**config.mk**
```make
export PLATFORM = sky130hd
export DESIGN_NAME = ovrb_top
export DESIGN_NICKNAME = d
export VERILOG_FILES = /design/src/rtl/ovrb_top.v
export VERILOG_INCLUDE_DIRS = /design/src /design/src/rtl
export SDC_FILE = /design/constraint.sdc
export NUM_CORES = 1
export LEC_CHECK = 0
export BUFFER_PORTS_ARGS = -buffer_cell sky130_fd_sc_hd__buf_2
export CAP_MARGIN = 10
export CORE_MARGIN = 8
export CORE_UTILIZATION = 30
export DETAILED_ROUTE_END_ITERATION = 8
export SYNTH_ARGS = -nofsm -noshare
export SYNTH_HDL_FRONTEND = slang
export SYNTH_SLANG_ARGS = --single-unit
```
**constraint.sdc**
```tcl
create_clock -name ref_clk_in -period 2.4 [get_ports ref_clk_in]
set_clock_uncertainty 0.2 [all_clocks]
set_input_delay 0.24 -clock ref_clk_in [delete_from_list [all_inputs] [get_ports ref_clk_in]]
set_output_delay 0.24 -clock ref_clk_in [all_outputs]
set_load 0.02 [all_outputs]
```
**src/rtl/ovrb_regs.vh**
```
`ifndef OVRB_REGS_VH
`define OVRB_REGS_VH

// Register indices; the byte address on the bus is four times the index.
`define OVRB_IDX_PHONES_LEFT 8'h39
`define OVRB_IDX_PHONES_RIGHT 8'h3A
`define OVRB_IDX_LINE_LEFT 8'h3B
`define OVRB_IDX_LINE_RIGHT 8'h3C
`define OVRB_IDX_PENDING_STATUS 8'h3D

// Field positions inside each channel register.
`define OVRB_BIT_SILENCE 8
`define OVRB_BIT_COMMIT 7
`define OVRB_BIT_ZC_GATE 6
`define OVRB_GAIN_MSB 5
`define OVRB_GAIN_LSB 0
`define OVRB_GAIN_W 6

// Reset values.
`define OVRB_RST_SILENCE 1'b0
`define OVRB_RST_ZC_GATE 1'b0
`define OVRB_RST_PHONES_GAIN 6'h2D
`define OVRB_RST_LINE_GAIN 6'h39

// Gain code that stands for 0 dB; each code step is 1 dB.
`define OVRB_GAIN_ZERO_DB 6'h39

`endif

```
**src/rtl/ovrb_top.v**
```verilog
// Function
// - Phones bit 8 mutes channel, resets unmuted.
// - Line bit 8 mutes channel, resets zero.
// - Phones commit bit applies both gains together when neither has zero-cross gating on.
// - Line commit bit applies both gains together when neither has zero-cross gating on.
// - Phones commit bit 7 both registers, reads zero.
// - Line commit bit 7 both registers, reads zero.
// - Phones bit 6 enables zero-cross gating, reset off.
// - Line bit 6 enables zero-cross gating, reset off.
// - Phones gain 1 dB steps, 0x39 is 0 dB.
// - Line gain same 1 dB coding, 0x39 0 dB.
// - Phones gain resets to code 0x2D.
// - Line gain resets to code 0x39.
//
// Implementation choice: the Avalon-MM register port.
`timescale 1ns/1ps
`include "ovrb_regs.vh"

module ovrb_top (
    // Clock and reset
    input wire ref_clk_in,
    input wire rstn_in,
    // Avalon-MM slave, byte addressed
    input wire [9:0] avs_address_in,
    input wire avs_read_in,
    input wire avs_write_in,
    input wire [31:0] avs_writedata_in,
    input wire [3:0] avs_byteenable_in,
    output wire [31:0] avs_readdata_out,
    output wire avs_waitrequest_out,
    // Zero-crossing pulses from each output path
    input wire phones_left_zero_cross_in,
    input wire phones_right_zero_cross_in,
    input wire line_left_zero_cross_in,
    input wire line_right_zero_cross_in,
    // Active gain codes
    output wire [5:0] phones_left_gain_out,
    output wire [5:0] phones_right_gain_out,
    output wire [5:0] line_left_gain_out,
    output wire [5:0] line_right_gain_out,
    // Channel mutes
    output wire phones_left_silence_out,
    output wire phones_right_silence_out,
    output wire line_left_silence_out,
    output wire line_right_silence_out
);

    localparam NCH = 4;
    localparam GW = `OVRB_GAIN_W;

    reg waitrequest_reg;
    reg [31:0] readdata_reg;

    // Per-channel state, channel order: phones left, phones right, line left, line right.
    reg [NCH-1:0] silence_reg;
    reg [NCH-1:0] zc_gate_reg;
    reg [NCH-1:0] pending_reg;
    reg [GW*NCH-1:0] staged_reg;
    reg [GW*NCH-1:0] held_reg;
    reg [GW*NCH-1:0] active_reg;

    wire [NCH-1:0] zero_cross;
    wire [NCH-1:0] ch_hit;
    wire status_hit;
    wire wr_take;
    wire rd_take;
    wire low_lane;
    wire high_lane;
    wire phones_commit;
    wire line_commit;
    wire [NCH-1:0] ch_commit;
    reg [31:0] readdata_next;

    assign zero_cross = {line_right_zero_cross_in, line_left_zero_cross_in,
                         phones_right_zero_cross_in, phones_left_zero_cross_in};

    // Registers sit at four times their index.
    assign ch_hit[0] = (avs_address_in == {`OVRB_IDX_PHONES_LEFT, 2'b00});
    assign ch_hit[1] = (avs_address_in == {`OVRB_IDX_PHONES_RIGHT, 2'b00});
    assign ch_hit[2] = (avs_address_in == {`OVRB_IDX_LINE_LEFT, 2'b00});
    assign ch_hit[3] = (avs_address_in == {`OVRB_IDX_LINE_RIGHT, 2'b00});
    assign status_hit = (avs_address_in == {`OVRB_IDX_PENDING_STATUS, 2'b00});

    // A request completes on the edge where waitrequest is seen low.
    assign wr_take = avs_write_in & ~waitrequest_reg;
    assign rd_take = avs_read_in & ~waitrequest_reg;
    assign low_lane = avs_byteenable_in[0];
    assign high_lane = avs_byteenable_in[1];

    // The commit bit is shared by both registers of a pair and is never stored.
    assign phones_commit = wr_take & low_lane & (ch_hit[0] | ch_hit[1]) &
                           avs_writedata_in[`OVRB_BIT_COMMIT];
    assign line_commit = wr_take & low_lane & (ch_hit[2] | ch_hit[3]) &
                         avs_writedata_in[`OVRB_BIT_COMMIT];
    assign ch_commit = {line_commit, line_commit, phones_commit, phones_commit};

    // Bus handshake: one wait cycle, then a single acknowledge cycle.
    always @(posedge ref_clk_in or negedge rstn_in)
    begin
        if (!rstn_in)
        begin
            waitrequest_reg <= 1'b1;
            readdata_reg <= 32'h00000000;
        end
        else
        begin
            if (waitrequest_reg && (avs_read_in || avs_write_in))
            begin
                waitrequest_reg <= 1'b0;
                readdata_reg <= readdata_next;
            end
            else
            begin
                waitrequest_reg <= 1'b1;
            end
        end
    end

    // Readback shows staged gains; the commit bit always reads zero.
    always @*
    begin
        readdata_next = 32'h00000000;
        if (ch_hit[0])
        begin
            readdata_next[8:0] = {silence_reg[0], 1'b0, zc_gate_reg[0], staged_reg[5:0]};
        end
        else if (ch_hit[1])
        begin
            readdata_next[8:0] = {silence_reg[1], 1'b0, zc_gate_reg[1], staged_reg[11:6]};
        end
        else if (ch_hit[2])
        begin
            readdata_next[8:0] = {silence_reg[2], 1'b0, zc_gate_reg[2], staged_reg[17:12]};
        end
        else if (ch_hit[3])
        begin
            readdata_next[8:0] = {silence_reg[3], 1'b0, zc_gate_reg[3], staged_reg[23:18]};
        end
        else if (status_hit)
        begin
            readdata_next[3:0] = pending_reg;
        end
        else
        begin
            readdata_next = 32'h00000000;
        end
    end

    genvar i;
    generate
        for (i = 0; i < NCH; i = i + 1)
        begin : g_ch
            // Phones and line differ only in their gain reset code.
            localparam [GW-1:0] GAIN_RST = (i < 2) ? `OVRB_RST_PHONES_GAIN :
                                                     `OVRB_RST_LINE_GAIN;
            wire hit_wr;
            wire [GW-1:0] staged_next;
            wire gate_next;

            assign hit_wr = wr_take & ch_hit[i];
            // A write that commits uses the gain carried in that same write.
            assign staged_next = (hit_wr && low_lane) ?
                avs_writedata_in[`OVRB_GAIN_MSB:`OVRB_GAIN_LSB] :
                staged_reg[GW*i +: GW];
            assign gate_next = (hit_wr && low_lane) ?
                avs_writedata_in[`OVRB_BIT_ZC_GATE] : zc_gate_reg[i];

            always @(posedge ref_clk_in or negedge rstn_in)
            begin
                if (!rstn_in)
                begin
                    silence_reg[i] <= `OVRB_RST_SILENCE;
                    zc_gate_reg[i] <= `OVRB_RST_ZC_GATE;
                    staged_reg[GW*i +: GW] <= GAIN_RST;
                    held_reg[GW*i +: GW] <= GAIN_RST;
                    active_reg[GW*i +: GW] <= GAIN_RST;
                    pending_reg[i] <= 1'b0;
                end
                else
                begin
                    if (hit_wr && high_lane)
                    begin
                        silence_reg[i] <= avs_writedata_in[`OVRB_BIT_SILENCE];
                    end
                    zc_gate_reg[i] <= gate_next;
                    staged_reg[GW*i +: GW] <= staged_next;
                    if (ch_commit[i])
                    begin
                        // Both channels of the pair are committed on the same edge.
                        if (gate_next)
                        begin
                            held_reg[GW*i +: GW] <= staged_next;
                            pending_reg[i] <= 1'b1;
                        end
                        else
                        begin
                            active_reg[GW*i +: GW] <= staged_next;
                            pending_reg[i] <= 1'b0;
                        end
                    end
                    else if (pending_reg[i] && (zero_cross[i] || !zc_gate_reg[i]))
                    begin
                        // Turning the gate off releases a waiting change on the edge after the gate bit clears,
                        // so a silent input can never strand it.
                        active_reg[GW*i +: GW] <= held_reg[GW*i +: GW];
                        pending_reg[i] <= 1'b0;
                    end
                end
            end
        end
    endgenerate

    // Gain codes pass through unchanged; 0x39 is 0 dB at 1 dB per code.
    assign phones_left_gain_out = active_reg[5:0];
    assign phones_right_gain_out = active_reg[11:6];
    assign line_left_gain_out = active_reg[17:12];
    assign line_right_gain_out = active_reg[23:18];
    assign phones_left_silence_out = silence_reg[0];
    assign phones_right_silence_out = silence_reg[1];
    assign line_left_silence_out = silence_reg[2];
    assign line_right_silence_out = silence_reg[3];
    assign avs_readdata_out = readdata_reg;
    assign avs_waitrequest_out = waitrequest_reg;

endmodule // ovrb_top

```
==> metrics, run 1 <==
CP Cell Sequence buf_6, or4_4, buf_6, nor4_4, buf_6, mux2_4, o221ai_4, buf_12, mux2_4; Util after Layout 39.4%; Worst Reg2Reg Path Length in Cells 9; Die W 139 microns; Worst-path clk slew 60 ps; cell count after placement 624; Slew Limit Fails 0; Pwr Total 3.39 mW; DP Area roughly 0.0054 sq mm; via/cell ratio 4.88; first-pass GRT wire length 19200 microns; Post-synth EDFFs 0; Starting Density about 30%; P_sw around 0.74 mW; htree depth 3; Die Area 0.0192 sq mm; Cells after Synth about 340; most frequent cells in the layout 63 x buf_2, 51 x mux2_2, 49 x dfstp_2, 45 x buf_4, 44 x dfrtp_1; IO Count 115; Clock Power Share a little under half; initial antenna violation count 3; CP delay by family, top simple AND/OR/NAND/NOR gates; drt first pass iters 4; P&R area growth vs syn 30.7%; pwr dens 575 mW/mm^2; critical path's largest stage delay 570 ps; register bit count reported by yosys 93; Tot GR Track Use approximately an eighth; number of library cell types mapped by synthesis 48; core area 0.0150 sq mm; sequential-to-total area share from yosys stat 52.9%; drt drc 0; HPWL Detailed about 9000 microns; non-filler instance count after layout 648; Setup crit start kind input port; worst skew pair latency 350 ps; routed vias 3160; Final Hold Viols 0; CTS tree yes; CP required 2430 ps; Clock Sinks 93; Hold Crit Class input port to register; antenna-violating nets left 0; unrepaired setup endpoints after global routing true; r2r setup slk 40 ps; Critical Path AT between 2000 and 2500 ps; total wire length around 12000 microns; most frequent CP cell buf_6; fin area 0.00590 sq mm; reg2reg end phones_right_gain_out[4]; period utilization 99.2%; WHS Endpoint avs_waitrequest_out; buffers plus inverters on the worst setup path 4; CP endpoint kind register; setup violators final 0; sequential share of power 46.8%; Syn Std Cell Area around 0.0045 sq mm; static leakage between 2 and 3 nW; vias in the first global route between 3k and 4k; global route total overflow 0; max-cap violations 0; commonest non-fill, non-tap cell in the layout buf_2; Root Buffer clkbuf_16; Synth area leaders dfstp_2 29%, dfrtp_1 24%, mux2_2 18%; 1st-iter DRT viols 131; Int Power 2.66 mW; Tmin final 2380 ps; crit path max-delay cell type or4_4; GPL Wtd Cong approximately 0.81; largest net degree at the start of global routing between 50 and 60; syn avg cell area 13.5 sq um; switching share of total power 21.7%; outcome complete, no violations; Most used DFF post-synth dfstp_2; FFs w/ async S/R, synth 100%; hold depth 3; hold path startpoint avs_read_in; Synth area leader dfstp_2; Ys Warns 0; CTS Buf Count 9; post-synth top area share between 20% and 30%; Fmax around 0.42 GHz; routed len/inst 18.5 microns; Longest Clk Path Bufs 2; crit-path max FO 7; DIE HEIGHT about 140 microns; Rows 45; IO buf count 65; Max IR drop VDD 0.321 mV; worst setup path class input port to register; layout cell share with drive strength beyond 1 64.1%; Nets 508; Comb pwr share 5.8%; Reg2Reg Launch Point avs_waitrequest_out
## stage by stage
| stage | setup TNS (ps) | hold WS [ps] | setup slack (ps) |
|---|---|---|---|
| 3_5_place_dp | -10870 | -23.8 | -327 |
| 6_report | 0 | 45.6 | 19.8 |
| 3_3_place_gp | -10340 | -32.2 | -320 |
| 2_1_floorplan | -5890 | -256 | -199 |
| 5_1_grt | -53.3 | 49.7 | -25.4 |
| 4_1_cts | 0 | 33.9 | 3.00 |
## cell type report
| type | count | area (sq um) |
|---|---|---|
| flip-flops and latches | 93 | 2390 |
| repair buffers | 121 | 823 |
| multi-input cells | 226 | 2100 |
| fillers | 1427 | 9080 |
| clock inverters | 5 | 100 |
| diodes | 1 | 2.50 |
| well taps | 188 | 235 |
| inverters | 3 | 16.3 |
| clock buffers | 11 | 233 |
## repair_timing
item,4_1_cts,5_1_grt
endpoints found under the setup margin,24,36
cloned,0,0
endpoints found under the hold margin,56,0
hold buffers,2,0
pin swaps,3,2
gates resized for setup,7,11
buffers inserted,3,2
## layer usage
metal / global-route usage [%] / vias to the layer above / routed length, microns
met3: 4.51 / 19 / 794
met5: 0 / - / 23
met4: 5.66 / 4 / 261
met2: 18.5 / 86 / 5240
met1: 16.6 / 1604 / 5680
li1: - / 1447 / -
## cell usage after synthesis (all sizes together) (4+ instances only)
master  number
nor3         6
o22ai        5
o21ai        5
a22oi        4
nor2         6
nor4         7
mux2i        7
or3         14
buf         30
dfstp       49
o221a       12
dfrtp       44
clkbuf       6
mux2        80
a221oi       6
nand2b       4
nand2       12
a21o         5
## power by group through the flow
stage	Clock (mW)	Sequential [mW]	Combinational [mW]
2_1_floorplan	0	1.62	0.106
3_3_place_gp	0	1.61	0.183
3_5_place_dp	0	1.61	0.186
4_1_cts	1.64	1.59	0.194
5_1_grt	1.70	1.59	0.214
6_report	1.61	1.59	0.196
## worst max path at each step
| stage | endpoint | start | slack, ps | depth (start not counted) |
|---|---|---|---|---|
| after floorplan | line_left_gain_out[1] | avs_address_in[9] | -200 | 7 |
| after global placement | line_right_gain_out[2] | avs_address_in[9] | -320 | 8 |
| after detailed placement | line_right_gain_out[1] | avs_address_in[9] | -330 | 8 |
| after CTS | phones_left_gain_out[1] | avs_address_in[0] | 3 | 8 |
| after global routing | phones_right_gain_out[4] | avs_address_in[9] | -30 | 9 |
| final | phones_right_gain_out[4] | avs_address_in[9] | 20 | 9 |
## cell families (layout without fill, tap and decap cells)
family,Yosys count,count (layout),synth area share (%)
compound gates,50,50,9.20
xor+xnor,1,1,0.194
buf+inv,39,140,5.85
flops,93,93,52.9
mux,87,87,22.0
other cells,1,25,0.0831
simple gates,64,64,9.73
## tightest hold or removal path, delay by kind of cell
family	cells	cell delay (ps)
AOI/OAI and AO/OA	1	60
buffers and inverters	2	270
(Power assumes the default switching activity.)
==> run 2, diff against run 1 <==
==> constraint.sdc (replaced) <==
create_clock -name ref_clk_in -period 2.4 [get_ports ref_clk_in]
set_clock_uncertainty 0.2 [all_clocks]
set_input_delay 0 -clock ref_clk_in [delete_from_list [all_inputs] [get_ports ref_clk_in]]
set_output_delay 0 -clock ref_clk_in [all_outputs]
set_load 0.02 [all_outputs]
==> metrics, run 2 (same netlist as run 1, synthesis figures left out) <==
worst skew pair latency 340 ps (about the same); CP required 2430 ps (about the same); Final Hold Viols 0 (unchanged); Int Power 2.48 mW (-6.5%); routed vias 3108 (-1.6%); HPWL Detailed 8610 microns (-3.8%); sequential share of power 48.9% (+2.1 points); critical path's largest stage delay 400 ps (-170 ps); Setup crit start kind register; htree depth 3 (unchanged); CP Cell Sequence nand4b_1, nor4_4, mux2_2, o221ai_4, buf_12, mux2_2; routed len/inst 18.5 microns (-0.19%); Longest Clk Path Bufs 2 (unchanged); largest net degree at the start of global routing 60 (+18%); setup ws final 38.0 ps (+18.2 ps); Die W 139 microns (unchanged); antenna-violating nets left 0 (unchanged); IO buf count 65 (unchanged); DP Area 0.00531 sq mm (-2.1%); crit path max-delay cell type mux2_2; fin area 0.00588 sq mm (-0.30%); unrepaired setup endpoints after global routing true; setup violators final 0 (unchanged); DIE HEIGHT 139 microns (unchanged); number of fill cells in the layout 1419 (-0.56%); most frequent cells in the layout 64 x buf_2, 51 x mux2_2, 49 x dfstp_2, 44 x dfrtp_1, 29 x mux2_4; Clock Sinks 93 (unchanged); Critical Path AT 2390 ps (-20 ps); P_sw 0.760 mW (+3.3%); layout cell share with drive strength beyond 1 61.5% (-2.5 points); Die Area 0.0192 sq mm (unchanged); crit-path max FO 7 (unchanged); CP endpoint kind register; most frequent CP cell mux2_2; Rows 45 (unchanged); outcome complete, no violations; Slew Limit Fails 0 (unchanged); initial antenna violation count 0 (-3); sequential cell area 0.00239 sq mm (unchanged); first-pass GRT wire length 19000 microns (-0.72%); Worst slew margin 23.2%; via/cell ratio 4.86 (-0.42%); Worst-path clk slew 70 ps (about the same); global route total overflow 0 (unchanged); period utilization 98.4% (-0.76 points); pwr dens 552 mW/mm^2 (-4.1%); Fin Setup TNS 0 ps (unchanged); core area 0.0150 sq mm (unchanged); Slew @ Worst Pin around 1100 ps; CTS tree yes; 1st-iter DRT viols 159 (+21%); commonest non-fill, non-tap cell in the layout buf_2; Root Buffer clkbuf_16; non-filler instance count after layout 640 (-1.2%); IO Count 115 (unchanged); Starting Density 30.1% (unchanged); static leakage 2.71 nW (-1.9%); max-cap violations 0 (unchanged); drt drc 0 (unchanged); P&R area growth vs syn 30.3%; vias in the first global route 3331 (-2.4%); Fmax 0.423 GHz (+0.77%); drt first pass iters 4 (unchanged); GPL Wtd Cong 0.802 (-0.67%); switching share of total power 23.4% (+1.7 points); Tot GR Track Use 12.4% (-0.25 points); Tmin final 2360 ps (-18.2 ps); Hold Crit Class input port to register; Nets 501 (-1.4%); worst setup path class register to register; CTS Buf Count 9 (unchanged); Comb pwr share 6.1% (+0.3 points); Max IR drop VDD 0.334 mV (+4.0%); multi-input logic area 0.00210 sq mm (+0.24%); DP Worst Slack -147 ps (+179 ps); total wire length 11800 microns (-1.4%); cell count after placement 606 (-2.9%); diodes inserted 0 (-1); Clock Power Share 45.0% (-2.4 points)
-- run 2: cell types whose count changed in the layout (fill, tap and decap cells not counted), moves of 2 or more --
| cell | previous run | this run |
|---|---|---|
| buf_4 | 45 | 27 |
| clkbuf_1 | 2 | 0 |
| inv_6 | 0 | 2 |
| dlygate4sd3_1 | 2 | 12 |
| buf_6 | 8 | 4 |
| buf_12 | 3 | 7 |
| bufinv_16 | 3 | 1 |
-- run 2: per-layer routing --
layer  routed length (microns)  share of wire, %  vias to the layer above  track usage [%]
li1                          -                 -                     1430                -
met1                      5540                47                     1578             16.3
met2                      5390                46                       93             19.1
met3                       793               6.7                        7             4.34
met4                        98              0.83                        0             3.29
met5                         0                 0                        -                0
-- run 2: through the flow --
stage / hold slack (ps) / util (%) / total power, mW
after floorplan: -496 / - / 1.72
after global placement: -216 / 35.5 / 1.79
after detailed placement: -216 / 35.5 / 1.79
after CTS: 3.11 / 38.4 / 3.28
after global routing: 42.7 / 39.3 / 3.36
final: 25.0 / 39.3 / 3.24
-- run 2: final cells by class --
cell class / instances / share of cell area (%)
inverter: 3 / 0.277
tap: 188 / 4.00
clock inverter: 6 / 1.17
clock buffer: 10 / 4.06
timing repair buffer: 114 / 14.1
multi-input combinational: 226 / 35.8
sequential: 93 / 40.6
-- run 2: path summary, 6_finish.rpt --
check	start	to	slack [ps]	depth (start not counted)
worst max-delay path	avs_waitrequest_out	phones_right_gain_out[4]	40	6
worst min-delay path	avs_read_in	avs_waitrequest_out	20	2
worst max register to register	avs_waitrequest_out	phones_right_gain_out[4]	40	6
worst min register to register	avs_readdata_out[5]	avs_readdata_out[5]	280	1
max in group asynchronous	rstn_in	phones_left_gain_out[1]	490	3
min in group asynchronous	rstn_in	avs_waitrequest_out	120	2
-- run 2: power groups by stage --
stage          registers, mW  clock network [mW]  logic (mW)
6_report                1.59                1.46       0.198
5_1_grt                 1.59                1.56       0.217
4_1_cts                 1.58                1.50       0.196
3_5_place_dp            1.61                   0       0.178
3_3_place_gp            1.61                   0       0.175
2_1_floorplan           1.62                   0       0.104
-- run 2: what timing repair did --
| action | 4_1_cts | 5_1_grt |
|---|---|---|
| resized for setup | 1 | 17 |
| endpoints found under the hold margin | 107 | 0 |
| hold buffers | 12 | 0 |
| setup buffers | 0 | 6 |
| setup endpoints to repair | 2 | 29 |
-- run 2: worst max-delay path, delay by kind of cell (launching register included) --
family                 cells  cell delay [ps]
multiplexers               2              720
AO/OA/AOI/OAI              1              160
flip-flops                 1              380
AND/OR/NAND/NOR            2              620
buffers and inverters      1              150
